### src/prc_consts.svh
// constants for the power and reference control register bank
`ifndef PRC_CONSTS_SVH
`define PRC_CONSTS_SVH
// widths: address, stored data, read data, revision
`define PRC_AW 7
`define PRC_DW 9
`define PRC_RW 16
`define PRC_REV_W 3
`define PRC_NREG 9
// register addresses
`define PRC_ADDR_RESET 7'h00
`define PRC_ADDR_PWR1 7'h01
`define PRC_ADDR_PWR2 7'h02
`define PRC_ADDR_PWR3 7'h03
`define PRC_ADDR_FMT 7'h04
`define PRC_ADDR_COMP 7'h05
`define PRC_ADDR_CLK 7'h06
`define PRC_ADDR_EXTRA 7'h07
`define PRC_ADDR_GPIO 7'h08
`define PRC_ADDR_OUT 7'h31
// storage slot of each register
`define PRC_IDX_PWR1 0
`define PRC_IDX_PWR2 1
`define PRC_IDX_PWR3 2
`define PRC_IDX_FMT 3
`define PRC_IDX_COMP 4
`define PRC_IDX_CLK 5
`define PRC_IDX_EXTRA 6
`define PRC_IDX_GPIO 7
`define PRC_IDX_OUT 8
// writable bits, fixed-zero bits are clear
`define PRC_MASK_PWR1 9'h0fb
`define PRC_MASK_PWR2 9'h015
`define PRC_MASK_PWR3 9'h000
`define PRC_MASK_FMT 9'h1fa
`define PRC_MASK_COMP 9'h026
`define PRC_MASK_CLK 9'h1fd
`define PRC_MASK_EXTRA 9'h03f
`define PRC_MASK_GPIO 9'h0bf
`define PRC_MASK_OUT 9'h002
// reset values
`define PRC_RST_PWR1 9'h000
`define PRC_RST_PWR2 9'h000
`define PRC_RST_PWR3 9'h000
`define PRC_RST_FMT 9'h050
`define PRC_RST_COMP 9'h000
`define PRC_RST_CLK 9'h140
`define PRC_RST_EXTRA 9'h000
`define PRC_RST_GPIO 9'h000
`define PRC_RST_OUT 9'h002
// field positions
`define PRC_REF_SEL_LSB 0
`define PRC_REF_SEL_W 2
`define PRC_BIAS_BIT 3
`define PRC_DISCHARGE_BIT 4
`define PRC_SOFTSTART_BIT 5
`define PRC_OVERTEMP_BIT 1
// reference string impedance codes
`define PRC_REF_OFF 2'h0
`define PRC_REF_50K 2'h1
`define PRC_REF_250K 2'h2
`define PRC_REF_5K 2'h3
`endif

### src/prc_pkg.sv
// types for the power and reference control register bank
`default_nettype none
`include "prc_consts.svh"
package prc_pkg;
    // reference string impedance selection
    typedef enum logic [`PRC_REF_SEL_W-1:0] {
        ref_off  = `PRC_REF_OFF,
        ref_50k  = `PRC_REF_50K,
        ref_250k = `PRC_REF_250K,
        ref_5k   = `PRC_REF_5K
    } prc_ref_imp_t;
    // one register command from the control port
    typedef struct packed {
        logic                wr;
        logic                rd;
        logic [`PRC_AW-1:0]  addr;
        logic [`PRC_DW-1:0]  wdata;
    } prc_cmd_t;
    // read answer
    typedef struct packed {
        logic [`PRC_RW-1:0]  data;
        logic                valid;
    } prc_rsp_t;
    // control outputs to the analogue and digital sections
    typedef struct packed {
        prc_ref_imp_t                          ref_string_impedance_sel;
        logic                                  amp_bias_enable;
        logic                                  ref_softstart_enable;
        logic                                  ref_fast_discharge;
        logic                                  overtemp_protect_enable;
        logic [`PRC_NREG-1:0][`PRC_DW-1:0]     words;
    } prc_ctrl_t;
    // state of one stored register
    typedef struct packed {
        logic [`PRC_DW-1:0]  value;
    } prc_reg_state_t;
    // state of the bank outside the stored registers
    typedef struct packed {
        prc_rsp_t            rsp;
        logic                rst_pulse;
        logic [1:0]          hot_sync;
        logic                alarm;
    } prc_top_state_t;
endpackage
`default_nettype wire

### src/prc_wreg.sv
// one masked control register with power-on and software reset
`timescale 1ns/1ps
`default_nettype none
`include "prc_consts.svh"
module prc_wreg #(
    parameter logic [`PRC_DW-1:0] MASK = 9'h1ff,
    parameter logic [`PRC_DW-1:0] RST  = 9'h000
) (
    // clock and reset
    input  wire logic               clk,
    input  wire logic               nrst,
    input  wire logic               ce,
    // write side
    input  wire logic               wr_en,
    input  wire logic               soft_rst,
    input  wire logic [`PRC_DW-1:0] wdata,
    // stored value
    output var  logic [`PRC_DW-1:0] value
);
    prc_pkg::prc_reg_state_t st_ff;
    prc_pkg::prc_reg_state_t nxt_st;

    // a reset value outside the writable bits could never be written back
    if ((RST & ~MASK) != '0)
    begin : g_bad_rst
        $error("reset value sets a fixed-zero bit");
    end

    // software reset beats a write, fixed-zero bits never store
    always_comb
    begin
        nxt_st = st_ff;
        if (soft_rst)
            nxt_st.value = RST;
        else if (wr_en)
            nxt_st.value = wdata & MASK;
    end

    // state register, frozen while ce is low
    always_ff @(posedge clk or negedge nrst)
    begin
        if (!nrst)
            st_ff <= '{value: RST};
        else if (ce)
            st_ff <= nxt_st;
    end

    assign value = st_ff.value;
endmodule
`default_nettype wire

### src/prc_regs.sv
// power and reference control register bank with identification readback
`timescale 1ns/1ps
`default_nettype none
`include "prc_consts.svh"
// Overview of operation
// - reference impedance select resets off, four codes
// - bit 3 enables amplifier bias, resets zero
// - bit 5 enables reference soft start
// - bit 4 enables fast reference discharge
// - overtemperature protect enable resets to one
// - write to address zero resets all registers
// - read of address zero returns part identifier
module prc_regs #(
    parameter logic [`PRC_RW-1:0]    PART_ID    = 16'h5a3c, // arbitrary value
    parameter logic [`PRC_REV_W-1:0] DEVICE_REV = 3'h1      // arbitrary value
) (
    // clock and reset
    input  wire logic               clk,
    input  wire logic               nrst,
    input  wire logic               ce,
    // register command port
    input  wire prc_pkg::prc_cmd_t  cmd,
    output var  prc_pkg::prc_rsp_t  rsp,
    // analogue side
    input  wire logic               die_hot_async,
    output var  prc_pkg::prc_ctrl_t ctrl,
    output var  logic               sw_reset_pulse,
    output var  logic               overtemp_alarm
);
    // address, writable mask and reset value of each stored register
    localparam logic [`PRC_AW-1:0] ADDR_TAB [`PRC_NREG] = '{
        `PRC_ADDR_PWR1, `PRC_ADDR_PWR2, `PRC_ADDR_PWR3, `PRC_ADDR_FMT, `PRC_ADDR_COMP,
        `PRC_ADDR_CLK, `PRC_ADDR_EXTRA, `PRC_ADDR_GPIO, `PRC_ADDR_OUT};
    localparam logic [`PRC_DW-1:0] MASK_TAB [`PRC_NREG] = '{
        `PRC_MASK_PWR1, `PRC_MASK_PWR2, `PRC_MASK_PWR3, `PRC_MASK_FMT, `PRC_MASK_COMP,
        `PRC_MASK_CLK, `PRC_MASK_EXTRA, `PRC_MASK_GPIO, `PRC_MASK_OUT};
    localparam logic [`PRC_DW-1:0] RST_TAB [`PRC_NREG] = '{
        `PRC_RST_PWR1, `PRC_RST_PWR2, `PRC_RST_PWR3, `PRC_RST_FMT, `PRC_RST_COMP,
        `PRC_RST_CLK, `PRC_RST_EXTRA, `PRC_RST_GPIO, `PRC_RST_OUT};

    prc_pkg::prc_top_state_t          st_ff;
    prc_pkg::prc_top_state_t          nxt_st;
    logic [`PRC_NREG-1:0][`PRC_DW-1:0] words;
    logic [`PRC_NREG-1:0]             wr_hit;
    logic                             sw_rst;
    logic [`PRC_RW-1:0]               rd_word;

    // the revision field must fit under the bias bit above it
    if (`PRC_REV_W > `PRC_BIAS_BIT)
    begin : g_bad_rev
        $error("revision field overlaps writable bits");
    end

    // every single-bit control field must lie in the writable bits of its word
    if (!MASK_TAB[`PRC_IDX_OUT][`PRC_OVERTEMP_BIT] || !MASK_TAB[`PRC_IDX_PWR1][`PRC_BIAS_BIT]
        || !MASK_TAB[`PRC_IDX_EXTRA][`PRC_SOFTSTART_BIT] || !MASK_TAB[`PRC_IDX_EXTRA][`PRC_DISCHARGE_BIT])
    begin : g_bad_mask
        $error("control field in a fixed-zero bit");
    end

    // any write to address zero is a software reset, data ignored
    assign sw_rst = cmd.wr && (cmd.addr == `PRC_ADDR_RESET);

    // one masked register per mapped address
    for (genvar i = 0; i < `PRC_NREG; i++)
    begin : g_reg
        assign wr_hit[i] = cmd.wr && (cmd.addr == ADDR_TAB[i]);
        prc_wreg #(
            .MASK (MASK_TAB[i]),
            .RST  (RST_TAB[i])
        ) u_reg (
            .clk      (clk),
            .nrst     (nrst),
            .ce       (ce),
            .wr_en    (wr_hit[i]),
            .soft_rst (sw_rst),
            .wdata    (cmd.wdata),
            .value    (words[i])
        );
    end

    // read data select: identifier at zero, revision in the low bits of
    // power control one, stored words elsewhere, zero when unmapped
    always_comb
    begin
        rd_word = '0;
        if (cmd.addr == `PRC_ADDR_RESET)
            rd_word = PART_ID;
        else
        begin
            for (int j = 0; j < `PRC_NREG; j++)
            begin
                if (cmd.addr == ADDR_TAB[j])
                    rd_word = {{(`PRC_RW - `PRC_DW){1'b0}}, words[j]};
            end
            if (cmd.addr == `PRC_ADDR_PWR1)
                rd_word[`PRC_REV_W-1:0] = DEVICE_REV;
        end
    end

    // next state: read answer, reset pulse, overtemperature synchroniser
    always_comb
    begin
        nxt_st = st_ff;
        nxt_st.rsp.valid = cmd.rd;
        if (cmd.rd)
            nxt_st.rsp.data = rd_word;
        nxt_st.rst_pulse = sw_rst;
        nxt_st.hot_sync = {st_ff.hot_sync[0], die_hot_async};
        // alarm only while protection is enabled
        nxt_st.alarm = st_ff.hot_sync[1] && words[`PRC_IDX_OUT][`PRC_OVERTEMP_BIT];
    end

    // state register, frozen while ce is low
    always_ff @(posedge clk or negedge nrst)
    begin
        if (!nrst)
            st_ff <= '0;
        else if (ce)
            st_ff <= nxt_st;
    end

    // outputs straight from the state and register flops
    always_comb
    begin
        ctrl = '0;
        ctrl.words = words;
        ctrl.ref_string_impedance_sel = prc_pkg::prc_ref_imp_t'(
            words[`PRC_IDX_PWR1][`PRC_REF_SEL_LSB +: `PRC_REF_SEL_W]);
        ctrl.amp_bias_enable = words[`PRC_IDX_PWR1][`PRC_BIAS_BIT];
        ctrl.ref_softstart_enable = words[`PRC_IDX_EXTRA][`PRC_SOFTSTART_BIT];
        // host must keep this low outside power-down
        ctrl.ref_fast_discharge = words[`PRC_IDX_EXTRA][`PRC_DISCHARGE_BIT];
        ctrl.overtemp_protect_enable = words[`PRC_IDX_OUT][`PRC_OVERTEMP_BIT];
    end

    assign rsp            = st_ff.rsp;
    assign sw_reset_pulse = st_ff.rst_pulse;
    assign overtemp_alarm = st_ff.alarm;
endmodule
`default_nettype wire

### config.mk
export PLATFORM = sky130hd
export DESIGN_NAME = prc_regs
export DESIGN_NICKNAME = d
export VERILOG_FILES = /design/src/prc_pkg.sv /design/src/prc_wreg.sv /design/src/prc_regs.sv
export VERILOG_INCLUDE_DIRS = /design/src /design/src/src
export SDC_FILE = /design/constraint.sdc
export NUM_CORES = 1
export LEC_CHECK = 0
export BUFFER_PORTS_ARGS = -buffer_cell sky130_fd_sc_hd__buf_2
export CAP_MARGIN = 10
export CORE_MARGIN = 5
export CORE_UTILIZATION = 45
export CTS_BUF_LIST = sky130_fd_sc_hd__clkbuf_8
export CTS_CLUSTER_SIZE = 8
export DETAILED_ROUTE_END_ITERATION = 8
export GPL_TIMING_DRIVEN = 0
export PLACE_DENSITY = 0.77
export SYNTH_ARGS = -nofsm -noshare
export SYNTH_HDL_FRONTEND = slang
export SYNTH_SLANG_ARGS = --single-unit
### constraint.sdc
create_clock -name clk -period 1.3 [get_ports clk]
set_input_delay 0.065 -clock clk [delete_from_list [all_inputs] [get_ports clk]]
set_output_delay 0.065 -clock clk [all_outputs]
set_load 0.02 [all_outputs]
==> metrics.md <==
| Metric | Value |
|---|---|
| Starting DRC count in detailed routing | `200` |
| Min-Delay Path Class | `primary input to register` |
| Grt total ovfl | `0` |
| Synthesized-area fraction occupied by ao, oa, aoi and oai cells | `0.121` |
| Tightest Pin Transition | `just over 700 ps` |
| Met3 wire length | `869 µm` |
| Count of H-tree levels built during CTS | `3` |
| Synth unique cells | `60` |
| Pwr dens | `between 1000 and 1500 nW/µm²` |
| Largest fanout of any net on the critical path | `2` |
| Sequential share of the synthesized area | `0.418` |
| GRT Total Usage | `0.206` |
| Total clock buffers created by CTS | `9` |
| Leakage component of the power | `0.00251 µW` |
| Fraction of power spent switching nets | `0.320` |
| Gp weighted congestion | `roughly 0.92` |
| Buffers added on ports | `82` |
| Critical Path End Type | `register` |
| Biggest area contributors in the synthesized netlist | `sky130_fd_sc_hd__dfrtp_1 38%, sky130_fd_sc_hd__buf_4 14%, sky130_fd_sc_hd__mux2_2 9.9%, sky130_fd_sc_hd__dfstp_2 3.8%, sky130_fd_sc_hd__mux2_4 2.6%` |
| Slew Limit Fails | `0` |
| Max Cap Viol | `0` |
| Cell taking the most area after synthesis | `sky130_fd_sc_hd__dfrtp_1` |
| Via count of the first global-routing pass | `2965` |
| Arr. time, crit path | `1630 ps` |
| Number of synthesized flops with an enable pin | `0` |
| Routed met2 length | `4540 µm` |
| Final Worst Setup Slack | `-60.2 ps` |
| Cell area after synthesis | `3430 µm²` |
| Cell count of the worst hold path | `3` |
| Worst Reg2Reg Path Length in Cells | `4` |
| Total wire length after detailed routing | `9750 µm` |
| Area of the placeable core | `~7300 µm²` |
| CTS tree | `yes` |
| Clock Power Share | `0.301` |
| Routed len/inst | `16.9 µm` |
| Layout cells sized above 1 | `0.547` |
| Effective utilization at floorplan | `0.468` |
| Antenna violation net count after detailed routing | `0` |
| Critical path required time | `1570 ps` |
| Highest routed metal layer | `met4` |
| Power dissipated by switching net loads | `1530 µW` |
| Simple-gate share of the synthesized area | `0.142` |
| Type of origin of the critical path | `register` |
| XOR/XNOR share of the synthesized area | `0.00511` |
| Count of yosys warnings during synthesis | `0` |
| Average cell area after synthesis | `around 11 µm²` |
| Die outline area | `9470 µm²` |
| Most frequent standard cell in the layout excluding fill and tap cells | `sky130_fd_sc_hd__buf_2` |
| Area share of the leading cell type in the synthesized netlist | `0.379` |
| Clock network latency to the later pin of the worst-skew pair | `roughly 340 ps` |
| Clock Root Buffer | `sky130_fd_sc_hd__clkbuf_8` |
| Hold Fails Final Rpt | `0` |
| Share of the clock period used by the worst path after layout | `1.05` |
| Portion of total power attributed to combinational logic | `0.268` |
| Part of the total power dissipated in sequential elements | `0.432` |
| Number of nets in the layout | `496` |
| Clock transition at the register clock pins on the worst setup and hold paths after CTS | `70 ps` |
| Via/cell ratio | `around 5.0` |
| Iteration count of the initial detailed-routing pass | `5` |
| Violations in the final reports | `negative setup slack` |
| # setup viols final | `9` |
| Largest net degree at the start of global routing | `58` |
| Number of instances in the placed design | `541` |
| CP max stage delay | `about 540 ps` |
| Number of antenna violations at the first check in global routing | `0` |
| I/O pin cnt | `around 130` |
| DIE HEIGHT | `approximately 100 µm` |
| Worst-path cell with the longest stage delay | `sky130_fd_sc_hd__dfstp_2` |
| Placement Setup Slack | `-755 ps` |
| Cells after Synth | `roughly 320` |
| Final routed DRC violation total | `0` |
| Die W | `97.3 µm` |
| P&R area growth vs syn | `38.5%` |
| Final cell utilization of the core | `0.648` |
| Internal power component | `3270 µW` |
| Std cell rows | `31` |
| Final setup skew | `6.89 ps` |
| Number of clock sinks seen by CTS | `57` |
| Predominant post-synthesis flop cell | `sky130_fd_sc_hd__dfrtp_1` |
| Maximum number of buffers from clock root to sink | `2` |
| Run status | `complete, but fails checks` |
| Setup repair after global routing missed its margin | `true` |
| Routed length on met1 | `4080 µm` |
| Main combinational cell family by area after synthesis | `buffers and inverters` |
| #FFs+latches synth | `57` |
| Fmax achieved | `between 700 and 800 MHz` |
| Post-detailed-placement half-perimeter wirelength | `6840 µm` |
| Sequence of cells on the critical path | `mux2i_2, o41a_1, o211ai_1, o221a_2` |
| Classification of the worst setup path | `register to register` |
| First-pass GRT wire length | `15600 µm` |
| VDD IR-drop max | `0.811 mV` |
| Number of fill cells | `600` |
| Post-synthesis mux area share | `0.142` |
| Shortest period the worst path allows | `~1400 ps` |
| Async set-or-reset flop fraction in the synthesized netlist | `1.00` |
| Adder and majority gate portion of the synthesized area | `0` |
| Commonest cells after routing, fill and taps aside | `81 x sky130_fd_sc_hd__buf_2, 78 x sky130_fd_sc_hd__buf_4, 51 x sky130_fd_sc_hd__dfrtp_1` |
| Vias | `2903` |
| Number of standard cells in the final layout excluding fillers | `578` |
| Antenna Diode Count | `0` |
| Worst relative slew slack | `0.519` |
==> cell type report <==
type                            count  area (µm²)  area share
Tap cell                           99         124      0.0261
Clock buffer                       11         151      0.0319
Multi-Input combinational cell    217        1760       0.371
Sequential cell                    57        1430       0.302
Timing Repair Buffer              106         656       0.138
Inverter                            7        26.3     0.00553
Buffer                             76         578       0.122
Clock inverter                      5        18.8     0.00395
==> per-layer routing <==
metal  track usage  up-vias
li1              -     1350
met1         0.253     1346
met2         0.338      169
met3        0.0689       38
met4        0.0767        0
met5             0        -
==> cell families (layout without fill, tap and decap cells) <==
group,after synthesis,in the layout
buf+inv,86,205
xor+xnor,2,2
compound gates,56,56
simple gates,75,75
other cells,1,42
mux,42,42
flops,57,57
==> cells in the mapped netlist (all sizes together) (3+ instances only) <==
cell	instances
clkbuf	7
o22a	3
buf	72
o21ai	9
o32a	3
nand3b	4
and2	9
nand3	10
dfstp	5
or2	4
nor2	10
nand4b	3
nand2b	3
mux2	36
a31oi	3
or3	4
nor4	3
a21oi	9
mux2i	6
nor3	5
inv	7
nand2	11
dfrtp	52
a211o	3
==> flip-flops by register name (all words and copies together) (netlist names) <==
| register | flops |
|---|---|
| rsp | 11 |
| st_ff | 1 |
| g.u_reg.value | 42 |
| nxt_st | 1 |
| overtemp_alarm | 1 |
| sw_reset_pulse | 1 |
==> worst paths after layout <==
check / start / end / slack, ps
worst max-delay path: g_reg[3].u_reg.value[4]$_DFFE_PN1P_ / rsp[5]$_DFFE_PN0P_ / -60
worst min-delay path: cmd[1] / g_reg[7].u_reg.value[1]$_DFFE_PN0P_ / 40
worst max register to register: g_reg[3].u_reg.value[4]$_DFFE_PN1P_ / rsp[5]$_DFFE_PN0P_ / -60
worst min register to register: rsp[9]$_DFFE_PN0P_ / rsp[9]$_DFFE_PN0P_ / 510
max in group asynchronous: nrst / g_reg[1].u_reg.value[0]$_DFFE_PN0P_ / 460
min in group asynchronous: nrst / g_reg[3].u_reg.value[5]$_DFFE_PN0P_ / 310
==> power by group through the flow <==
stage	Sequential [µW]	Clock [µW]	Combinational [µW]
final	2070	1440	1280
after global routing	2100	1550	1380
after CTS	2070	1450	1260
after detailed placement	2100	0	1180
after global placement	2100	0	1160
after floorplan	2240	0	688
==> worst max-delay path, delay by kind of cell (launching register included) <==
kind | cells | cell delay (ps)
AO/OA/AOI/OAI | 3 | 690
flip-flops | 1 | 540
multiplexers | 1 | 70
==> per-stage QoR <==
step	TNS, ps	instance area, µm²	hold WS, ps	total power, µW
floorplan	-10190	3690	-231	2920
global placement	-28040	4220	301	3260
detailed placement	-28870	4220	306	3280
CTS	-1380	4690	20.9	4780
global route	-480	4750	55.1	5020
finish	-297	4750	35.5	4800
==> repair_timing <==
action                     in CTS  in global routing
gates resized for setup        38                 14
setup endpoints to repair      50                 48
hold endpoints to repair        5                 52
buffers inserted               17                  2
hold buffers                    4                  1
pin swaps                       6                 11
No activity file was read; power rests on OpenSTA's default activity.
